File: src/hw/sie_pkg.sv
// Constants, modes and timing for the safety input evaluator.
package sie_pkg;
  typedef enum logic [1:0] {SIE_PHOTO, SIE_TWOHAND, SIE_NET, SIE_SENSOR} sie_mode_t;
  typedef enum logic {SIE_RST_MANUAL, SIE_RST_MONITORED} sie_rst_t;
  localparam int CLK_HZ = 10_000_000;
  localparam int TICK_MS = 1;
  localparam int TICK_CYCLES = CLK_HZ / 1000 * TICK_MS;
  localparam logic [7:0] FILTER_MIN_MS = 8'h03;
  localparam logic [7:0] FILTER_MAX_MS = 8'hfa;
  localparam logic [9:0] TWOHAND_WINDOW_MS = 10'h1f4;
  localparam int TEST_PULSE_PERIOD_MS = 10;
  localparam int TEST_PULSE_WIDTH_MS = 1;
  localparam int TEST_SETTLE_MS = 1;
  localparam int NUM_TEST_OUT = 4;
  localparam int NUM_IN = 4;
endpackage : sie_pkg

File: src/hw/sie_evaluator.sv
// Input evaluation block: filter, mode logic, reset handling, start-up test and test pulses.
module sie_evaluator
  import sie_pkg::*;
#(
  parameter int TICK_CYCLES_P = TICK_CYCLES
) (
  // Clock and reset
  input wire logic sys_clk,
  input wire logic reset_n,
  // Configuration
  input wire sie_mode_t modeSel,
  input wire logic resetEnable,
  input wire sie_rst_t resetType,
  input wire logic startupTestEnable,
  input wire logic [7:0] filterMs,
  input wire logic quadContacts,
  input wire logic dualLine,
  input wire logic [NUM_TEST_OUT-1:0] testOutSelect,
  input wire logic errorOutEnable,
  // Field inputs
  input wire logic [NUM_IN-1:0] contactIn,
  input wire logic resetIn,
  // Results
  output logic [NUM_TEST_OUT-1:0] testPulseOut,
  output logic blockOut,
  output logic faultOut
);

  //////////////////////////////////////////////////////////////////////////////
  logic rstMeta_q, rstSync_q;
  always_ff @(posedge sys_clk or negedge reset_n) begin
    if (!reset_n) begin
      rstMeta_q <= 1'b0;
      rstSync_q <= 1'b0;
    end else begin
      rstMeta_q <= 1'b1;
      rstSync_q <= rstMeta_q;
    end
  end
  logic rstN;
  assign rstN = rstSync_q;

  //////////////////////////////////////////////////////////////////////////////
  // Millisecond tick.
  logic [15:0] tickCnt_q;
  logic msTick;
  assign msTick = (tickCnt_q == 16'(TICK_CYCLES_P - 1));
  always_ff @(posedge sys_clk or negedge rstN) begin
    if (!rstN) begin
      tickCnt_q <= 16'h0000;
    end else if (msTick) begin
      tickCnt_q <= 16'h0000;
    end else begin
      tickCnt_q <= tickCnt_q + 16'h0001;
    end
  end

  function automatic logic [7:0] clampFilter(input logic [7:0] ms);
    if (ms < FILTER_MIN_MS) begin
      return FILTER_MIN_MS;
    end
    if (ms > FILTER_MAX_MS) begin
      return FILTER_MAX_MS;
    end
    return ms;
  endfunction : clampFilter

  //////////////////////////////////////////////////////////////////////////////
  // Test pulses: each selected output drops briefly; while low, its line must read low.
  logic [3:0] pulseMs_q;
  logic pulseLow;
  assign pulseLow = (pulseMs_q < 4'(TEST_PULSE_WIDTH_MS + TEST_SETTLE_MS));
  // The filter rests one settle time beyond the pulse, because the line reads low a few cycles after it ends.
  logic filtFreeze;
  assign filtFreeze = (pulseMs_q < 4'(TEST_PULSE_WIDTH_MS + 2 * TEST_SETTLE_MS));
  always_ff @(posedge sys_clk or negedge rstN) begin
    if (!rstN) begin
      pulseMs_q <= 4'hf;
    end else if (msTick) begin
      pulseMs_q <= (pulseMs_q >= 4'(TEST_PULSE_PERIOD_MS - 1)) ? 4'h0 : pulseMs_q + 4'h1;
    end
  end
  always_ff @(posedge sys_clk or negedge rstN) begin
    if (!rstN) begin
      testPulseOut <= '0;
    end else begin
      testPulseOut <= pulseLow ? ~testOutSelect : {NUM_TEST_OUT{1'b1}};
    end
  end
  logic shortFault_q;
  always_ff @(posedge sys_clk or negedge rstN) begin
    if (!rstN) begin
      shortFault_q <= 1'b0;
    end else if (msTick && pulseMs_q == 4'(TEST_PULSE_WIDTH_MS) && (|testOutSelect)) begin
      if (|(contactIn & testOutSelect)) begin
        shortFault_q <= 1'b1;
      end
    end
  end

  //////////////////////////////////////////////////////////////////////////////
  // Debounce: one counter per line; sampling is frozen during the test pulse window.
  logic [NUM_IN-1:0] filt_q;
  logic [7:0] stable_q [NUM_IN];
  logic [7:0] filtLen;
  assign filtLen = clampFilter(filterMs);
  logic [NUM_IN-1:0] lineMasked;
  assign lineMasked = contactIn & ~(testOutSelect & {NUM_IN{pulseLow}});
  always_ff @(posedge sys_clk or negedge rstN) begin
    if (!rstN) begin
      filt_q <= '0;
      for (int i = 0; i < NUM_IN; i++) begin
        stable_q[i] <= 8'h00;
      end
    end else if (!filtFreeze) begin
      for (int i = 0; i < NUM_IN; i++) begin
        if (lineMasked[i] == filt_q[i]) begin
          stable_q[i] <= 8'h00;
        end else if (msTick) begin
          if (stable_q[i] + 8'h01 >= filtLen) begin
            filt_q[i] <= lineMasked[i];
            stable_q[i] <= 8'h00;
          end else begin
            stable_q[i] <= stable_q[i] + 8'h01;
          end
        end
      end
    end
  end

  //////////////////////////////////////////////////////////////////////////////
  // Filter settling after reset.
  // The filtered levels read low before the lines have been seen, which the start-up test must not take as
  // an interruption; this counter follows the same ticks as the line counters.
  logic [7:0] settleMs_q;
  logic filtSettled;
  assign filtSettled = (settleMs_q >= filtLen);
  always_ff @(posedge sys_clk or negedge rstN) begin
    if (!rstN) begin
      settleMs_q <= 8'h00;
    end else if (msTick && !filtFreeze && !filtSettled) begin
      settleMs_q <= settleMs_q + 8'h01;
    end
  end

  //////////////////////////////////////////////////////////////////////////////
  // Two-hand evaluation.
  logic btnA, btnB, pairFault;
  always_comb begin
    if (quadContacts) begin
      btnA = filt_q[0] & ~filt_q[1];
      btnB = filt_q[2] & ~filt_q[3];
      pairFault = (filt_q[0] == filt_q[1]) | (filt_q[2] == filt_q[3]);
    end else begin
      btnA = filt_q[0];
      btnB = filt_q[1];
      pairFault = 1'b0;
    end
  end
  logic [9:0] thWin_q;
  logic thTiming_q, thArmed_q;
  logic thAny, thBoth;
  assign thAny = btnA | btnB;
  assign thBoth = btnA & btnB;
  always_ff @(posedge sys_clk or negedge rstN) begin
    if (!rstN) begin
      thWin_q <= 10'h000;
      thTiming_q <= 1'b0;
      thArmed_q <= 1'b0;
    end else if (!thAny) begin
      thWin_q <= 10'h000;
      thTiming_q <= 1'b1;
      thArmed_q <= 1'b0;
    end else if (thBoth && thTiming_q) begin
      thArmed_q <= 1'b1;
      thTiming_q <= 1'b0;
    end else if (thTiming_q && msTick) begin
      if (thWin_q + 10'h001 >= TWOHAND_WINDOW_MS) begin
        thTiming_q <= 1'b0;
      end else begin
        thWin_q <= thWin_q + 10'h001;
      end
    end
  end
  logic thActive;
  assign thActive = thArmed_q & thBoth & ~pairFault;

  //////////////////////////////////////////////////////////////////////////////
  // Raw safe condition per mode.
  logic condOk, netFault;
  assign netFault = dualLine & (filt_q[0] != filt_q[1]);
  always_comb begin
    unique case (modeSel)
      SIE_PHOTO: condOk = filt_q[0];
      SIE_SENSOR: condOk = filt_q[0];
      SIE_TWOHAND: condOk = thActive;
      SIE_NET: condOk = dualLine ? (filt_q[0] & filt_q[1]) : filt_q[0];
    endcase
  end

  //////////////////////////////////////////////////////////////////////////////
  // Reset input detection.
  logic resetPrev_q, monSeen_q, resetAccept;
  always_ff @(posedge sys_clk or negedge rstN) begin
    if (!rstN) begin
      resetPrev_q <= 1'b0;
      monSeen_q <= 1'b0;
    end else begin
      resetPrev_q <= resetIn;
      if (resetIn && !resetPrev_q) begin
        monSeen_q <= 1'b1;
      end else if (!resetIn && resetPrev_q) begin
        monSeen_q <= 1'b0;
      end
    end
  end
  assign resetAccept = (resetType == SIE_RST_MANUAL) ? (resetIn & ~resetPrev_q) : (~resetIn & resetPrev_q & monSeen_q);

  //////////////////////////////////////////////////////////////////////////////
  // Start-up test and latch.
  typedef enum logic [1:0] {SIE_ST_WAIT_OFF, SIE_ST_WAIT_ON, SIE_ST_DONE} sie_st_t;
  sie_st_t stState_q;
  logic stPressed_q;
  always_ff @(posedge sys_clk or negedge rstN) begin
    if (!rstN) begin
      stState_q <= SIE_ST_WAIT_OFF;
      stPressed_q <= 1'b0;
    end else begin
      unique case (stState_q)
        SIE_ST_WAIT_OFF: begin
          if (!startupTestEnable || modeSel == SIE_NET) begin
            stState_q <= SIE_ST_DONE;
          end else if (modeSel == SIE_TWOHAND) begin
            if (thActive) begin
              stState_q <= SIE_ST_WAIT_ON;
            end
          end else if (filtSettled && !condOk) begin
            stState_q <= SIE_ST_WAIT_ON;
          end
        end
        SIE_ST_WAIT_ON: begin
          if (modeSel == SIE_TWOHAND ? !thAny : condOk) begin
            stState_q <= SIE_ST_DONE;
          end
        end
        SIE_ST_DONE: stState_q <= SIE_ST_DONE;
        default: stState_q <= SIE_ST_WAIT_OFF;
      endcase
    end
  end
  logic needsReset;
  assign needsReset = resetEnable & (modeSel == SIE_PHOTO || modeSel == SIE_SENSOR);
  logic latchOn_q;
  always_ff @(posedge sys_clk or negedge rstN) begin
    if (!rstN) begin
      latchOn_q <= 1'b0;
    end else if (!condOk) begin
      latchOn_q <= 1'b0;
    end else if (resetAccept) begin
      latchOn_q <= 1'b1;
    end
  end
  logic anyFault;
  assign anyFault = shortFault_q | (modeSel == SIE_TWOHAND & pairFault) | (modeSel == SIE_NET & netFault);
  always_ff @(posedge sys_clk or negedge rstN) begin
    if (!rstN) begin
      blockOut <= 1'b0;
      faultOut <= 1'b0;
    end else begin
      blockOut <= condOk & (stState_q == SIE_ST_DONE) & (!needsReset | latchOn_q) & ~shortFault_q;
      faultOut <= errorOutEnable & anyFault;
    end
  end

  //////////////////////////////////////////////////////////////////////////////
  // Assertions.
  property p_beam_off;
    @(posedge sys_clk) disable iff (!rstN)
    ((modeSel == SIE_PHOTO || modeSel == SIE_SENSOR) && !filt_q[0]) |=> !blockOut;
  endproperty
  a_beam_off: assert property (p_beam_off) else $error("Output high with beam interrupted.");
  property p_direct;
    @(posedge sys_clk) disable iff (!rstN)
    (modeSel == SIE_PHOTO && !resetEnable && stState_q == SIE_ST_DONE && !shortFault_q && $stable(modeSel))
      |=> blockOut == $past(filt_q[0]);
  endproperty
  a_direct: assert property (p_direct) else $error("Output does not follow input without reset.");
  property p_manual;
    @(posedge sys_clk) disable iff (!rstN)
    (needsReset && !latchOn_q && condOk && resetType == SIE_RST_MANUAL && resetIn && !resetPrev_q) |=> latchOn_q;
  endproperty
  a_manual: assert property (p_manual) else $error("Manual reset edge not accepted.");
  property p_monitored;
    @(posedge sys_clk) disable iff (!rstN)
    (resetType == SIE_RST_MONITORED && !latchOn_q && resetIn) |=> !latchOn_q;
  endproperty
  a_monitored: assert property (p_monitored) else $error("Monitored reset accepted before fall.");
  property p_short;
    @(posedge sys_clk) disable iff (!rstN)
    shortFault_q |=> !blockOut;
  endproperty
  a_short: assert property (p_short) else $error("Output on with a short detected.");
  property p_startup;
    @(posedge sys_clk) disable iff (!rstN)
    (stState_q != SIE_ST_DONE) |=> !blockOut;
  endproperty
  a_startup: assert property (p_startup) else $error("Output on before start-up test done.");
  property p_filter;
    @(posedge sys_clk) disable iff (!rstN)
    (filt_q[0] != $past(filt_q[0])) |-> $past(stable_q[0]) + 8'h01 >= filtLen;
  endproperty
  a_filter: assert property (p_filter) else $error("Filter changed level too early.");
  property p_fault;
    @(posedge sys_clk) disable iff (!rstN)
    faultOut |-> errorOutEnable;
  endproperty
  a_fault: assert property (p_fault) else $error("Fault output without its option.");
  property p_twohand;
    @(posedge sys_clk) disable iff (!rstN)
    (modeSel == SIE_TWOHAND && !thBoth) |=> !blockOut;
  endproperty
  a_twohand: assert property (p_twohand) else $error("Two-hand output without both buttons.");
  property p_net;
    @(posedge sys_clk) disable iff (!rstN)
    (modeSel == SIE_NET && !dualLine && stState_q == SIE_ST_DONE && !shortFault_q) |=> blockOut == $past(filt_q[0]);
  endproperty
  a_net: assert property (p_net) else $error("Network output differs from line.");
  property p_pulse_sel;
    @(posedge sys_clk) disable iff (!rstN)
    1'b1 |=> ((testPulseOut | $past(testOutSelect)) == 4'hf);
  endproperty
  a_pulse_sel: assert property (p_pulse_sel) else $error("Test pulse on an unselected output.");
  property p_cov_on;
    @(posedge sys_clk) disable iff (!rstN)
    !blockOut ##1 blockOut;
  endproperty
  c_cov_on: cover property (p_cov_on);
  property p_cov_th;
    @(posedge sys_clk) disable iff (!rstN)
    modeSel == SIE_TWOHAND && thActive;
  endproperty
  c_cov_th: cover property (p_cov_th);
  property p_cov_fault;
    @(posedge sys_clk) disable iff (!rstN)
    faultOut;
  endproperty
  c_cov_fault: cover property (p_cov_fault);
  property p_cov_pulse;
    @(posedge sys_clk) disable iff (!rstN)
    testPulseOut != 4'hf;
  endproperty
  c_cov_pulse: cover property (p_cov_pulse);

endmodule : sie_evaluator

File: config.mk
export PLATFORM = sky130hd
export DESIGN_NAME = sie_evaluator
export DESIGN_NICKNAME = d
export VERILOG_FILES = /design/src/hw/sie_pkg.sv /design/src/hw/sie_evaluator.sv
export SDC_FILE = /design/constraint.sdc
export NUM_CORES = 1
export LEC_CHECK = 0
export BUFFER_PORTS_ARGS = -buffer_cell sky130_fd_sc_hd__buf_2
export CAP_MARGIN = 20
export CORE_MARGIN = 4
export CORE_UTILIZATION = 45
export CTS_BUF_LIST = sky130_fd_sc_hd__clkbuf_4 sky130_fd_sc_hd__clkbuf_8
export DETAILED_ROUTE_END_ITERATION = 8
export HOLD_SLACK_MARGIN = 0.05
export PLACE_DENSITY = 0.7
export SLEW_MARGIN = 10
export SYNTH_ARGS = -nofsm -noshare
export SYNTH_HDL_FRONTEND = slang
export SYNTH_SLANG_ARGS = --single-unit
File: constraint.sdc
create_clock -name sys_clk -period 3 [get_ports sys_clk]
set_input_delay 0.3 -clock sys_clk [delete_from_list [all_inputs] [get_ports sys_clk]]
set_output_delay 0.3 -clock sys_clk [all_outputs]
set_load 0.02 [all_outputs]
==> flow_summary_export.csv <==
group,metric,value,unit
run_status,status,"finished clean",
timing,finalMaxSlewViolations,0,
setup_path,critical_path.startpoint,"stable_q[24]",
timing,min_period_over_period,0.890,
route,avgRoutedWirePerCell,15.1,um
global_route,grt_max_degree,61,
place,post_dp_cell_area,6360,sq um
timing,fmax,0.375,GHz
global_route,grt-ovfl-total,0,
timing,rsz0062_at_grt,"false",
timing,tns,0,ns
setup_path,critical_path.max_fanout,10,
finish,area_delta_synth_final,10.4,%
yosys,syn_inst,628,
clock_network,cts_setup_buffers,0,
pwr,power.leakage,3.12,nW
global_route,first_global_vias,4572,
setup_path,path_class,"flip-flop to flip-flop",
route,vias,4631,
finish,num_antenna_cells,0,
floorplanning,core,12800,sq um
finish,drive_above_1_share,0.128,
pwr,ir_drop,0.222,mV
place,gp_congestion,0.872,
timing,whs,0.170,ns
floorplanning,die_w,123,um
floorplanning,die-area,15100,sq um
route,ant_nets,0,
setup_path,startpoint_type,"flip-flop",
yosys,ys_ff_latch,90,
clock_network,cts.clk_slew.worst_paths,0.09,ns
floorplanning,pin_count,33,
yosys,synthFlopType,"dfrtp_1",
timing,worst_pin_slew,0.873,ns
timing,fin_worst_skew,0.0112,ns
route,routed_wl,12.9,mm
route,routed_via_density,5.42,
timing,hold_viol_final,0,
clock_network,cts_tree,"yes",
route,dr.pass1.iters,4,
min_path,hp-start,"errorOutEnable",
place,portBuffers,32,
route,drtIter0Drc,226,
yosys,avgSynthCellArea,9.46,sq um
floorplanning,rows,41,
yosys,synth_edf_count,0,
finish,nets,761,
finish,mostFrequentLayoutCells,"dfrtp_1 (85), nand2_1 (79), ha_1 (57)",
clock_network,clock_latency,0.39,ns
timing,slew_headroom,0.415,
setup_path,r2r-start,"stable_q[24]",
yosys,synth_nets,712,
clock_network,clock-sinks,90,
setup_path,endpoint_kind,"flip-flop",
yosys,yosys_warnings,0,
floorplanning,start_util,0.465,
floorplanning,die_h,123,um
setup_path,cp.required,3.28,ns
pwr,p_per_area,381,nW/um^2
timing,period_needed,2.67,ns
clock_network,clockBufferDepth,2,
min_path,hold_class,"input pin to flip-flop",
job,cap_violations,0,
setup_path,critPathArrivalTime,2.95,ns
route,drc,0,
finish,layout_commonest_cell,"dfrtp_1",
global_route,grt_pass1_wl,21.5,mm
pwr,total_power,2.50,mW
global_route,grtUsageTotal,0.180,
place,hpwl,9.86,mm
clock_network,htreeDepth,3,
timing,setup-violations-final,0,
clock_network,root_buffer,"clkbuf_8",
finish,final_area,6560,sq um
finish,layout.cells.non_filler,854,
yosys,synth-async-reset-ratio,1.00,
yosys,synthesis.area,5940,sq um
global_route,antenna_found_initial,0,
yosys,ys_types,58,
clock_network,cts_buffers,9,
place,placedCellCount,836,
yosys,yosysSeqAreaShare,0.380,
worst max-delay path, stage by stage (launching register included):
cell	delay (ns)
dfrtp_1	0.45
and3_1	0.22
and3_1	0.19
and3_1	0.19
xor2_1	0.21
ha_1	0.28
and4_1	0.20
a21oi_1	0.28
o2111ai_4	0.24
nor2_1	0.15
o21ai_1	0.08
o31ai_1	0.09
per-layer routing:
metal	track usage	wire length, um	vias to the layer above	part of all wire
li1	-	-	2316	-
met1	0.224	5720	2243	0.44
met2	0.315	6700	54	0.52
met3	0.0252	280	18	0.022
met4	0.0707	204	0	0.016
met5	0	0	-	0
cells in the mapped netlist, types with 5 or more instances:
library cell,number,area (sq um)
a21o_1,9,67.6
a21oi_1,28,140
and3_1,16,100
and4_1,5,43.8
dfrtp_1,86,2150
ha_1,57,713
inv_1,35,131
mux2i_1,5,50.1
nand2_1,79,297
nand2b_1,24,150
nand3_1,39,195
nand4_1,10,62.6
nor2_1,53,199
nor2b_1,7,43.8
nor3_1,6,30.0
o211ai_1,6,45.0
o21ai_0,17,85.1
o21ai_1,19,95.1
o31ai_1,10,75.1
xnor2_1,31,272
xor2_1,18,158
registers in the layout, indices dropped and copies added, names as in the netlist, 2 cells and up:
name	flops
settleMs_q	8
testPulseOut	4
tickCnt_q	16
stState_q	2
pulseMs_q	4
thWin_q	10
stable_q	32
filt_q	4
worst paths after layout:
path,end,slack [ns],depth (start not counted)
max,stable_q[26],0.33,11
min,faultOut,0.17,2
max reg2reg,stable_q[26],0.33,11
min reg2reg,rstN,0.36,0
max in group asynchronous,stable_q[25],1.85,1
min in group asynchronous,rstN,0.21,2
power by group:
part	switching [mW]	internal, mW	total (mW)
clock	0.461	0.310	0.770
combinational	0.217	0.177	0.394
sequential	0.0678	1.26	1.33
total	0.745	1.75	2.50
area by class of cell:
type                            count  area (sq um)
Clock inverter                      6          43.8
Timing Repair Buffer               45           263
Multi-Input combinational cell    496          3510
Sequential cell                    90          2260
Clock buffer                       10           131
Tap cell                          172           215
Inverter                           35           131
Fill cell                        1200          6220
kinds of logic (layout without fill, tap and decap cells):
| group | Yosys count | count (layout) | synth area share |
|---|---|---|---|
| simple gates | 261 | 261 | 0.228 |
| compound gates | 115 | 115 | 0.147 |
| flops | 90 | 90 | 0.380 |
| fa+ha+maj | 61 | 61 | 0.127 |
| xor+xnor | 49 | 49 | 0.0722 |
| buf+inv | 42 | 96 | 0.0297 |
| mux | 9 | 9 | 0.0160 |
| other cells | 1 | 1 | 0.000631 |
through the flow:
| stage | utilization | worst slack, ns |
|---|---|---|
| 2_1_floorplan | - | 0.220 |
| 3_3_place_gp | 0.498 | 0.176 |
| 3_5_place_dp | 0.498 | 0.0648 |
| 4_1_cts | 0.513 | 0.268 |
| 5_1_grt | 0.513 | 0.0816 |
| 6_report | 0.513 | 0.330 |
what timing repair did:
action | 4_1_cts | 5_1_grt
hold buffers | 2 | 0
endpoints found under the hold margin | 3 | 0
setup endpoints to repair | 0 | 2
resized for setup | 0 | 2
Note: power is estimated with default switching activity, not from simulation.
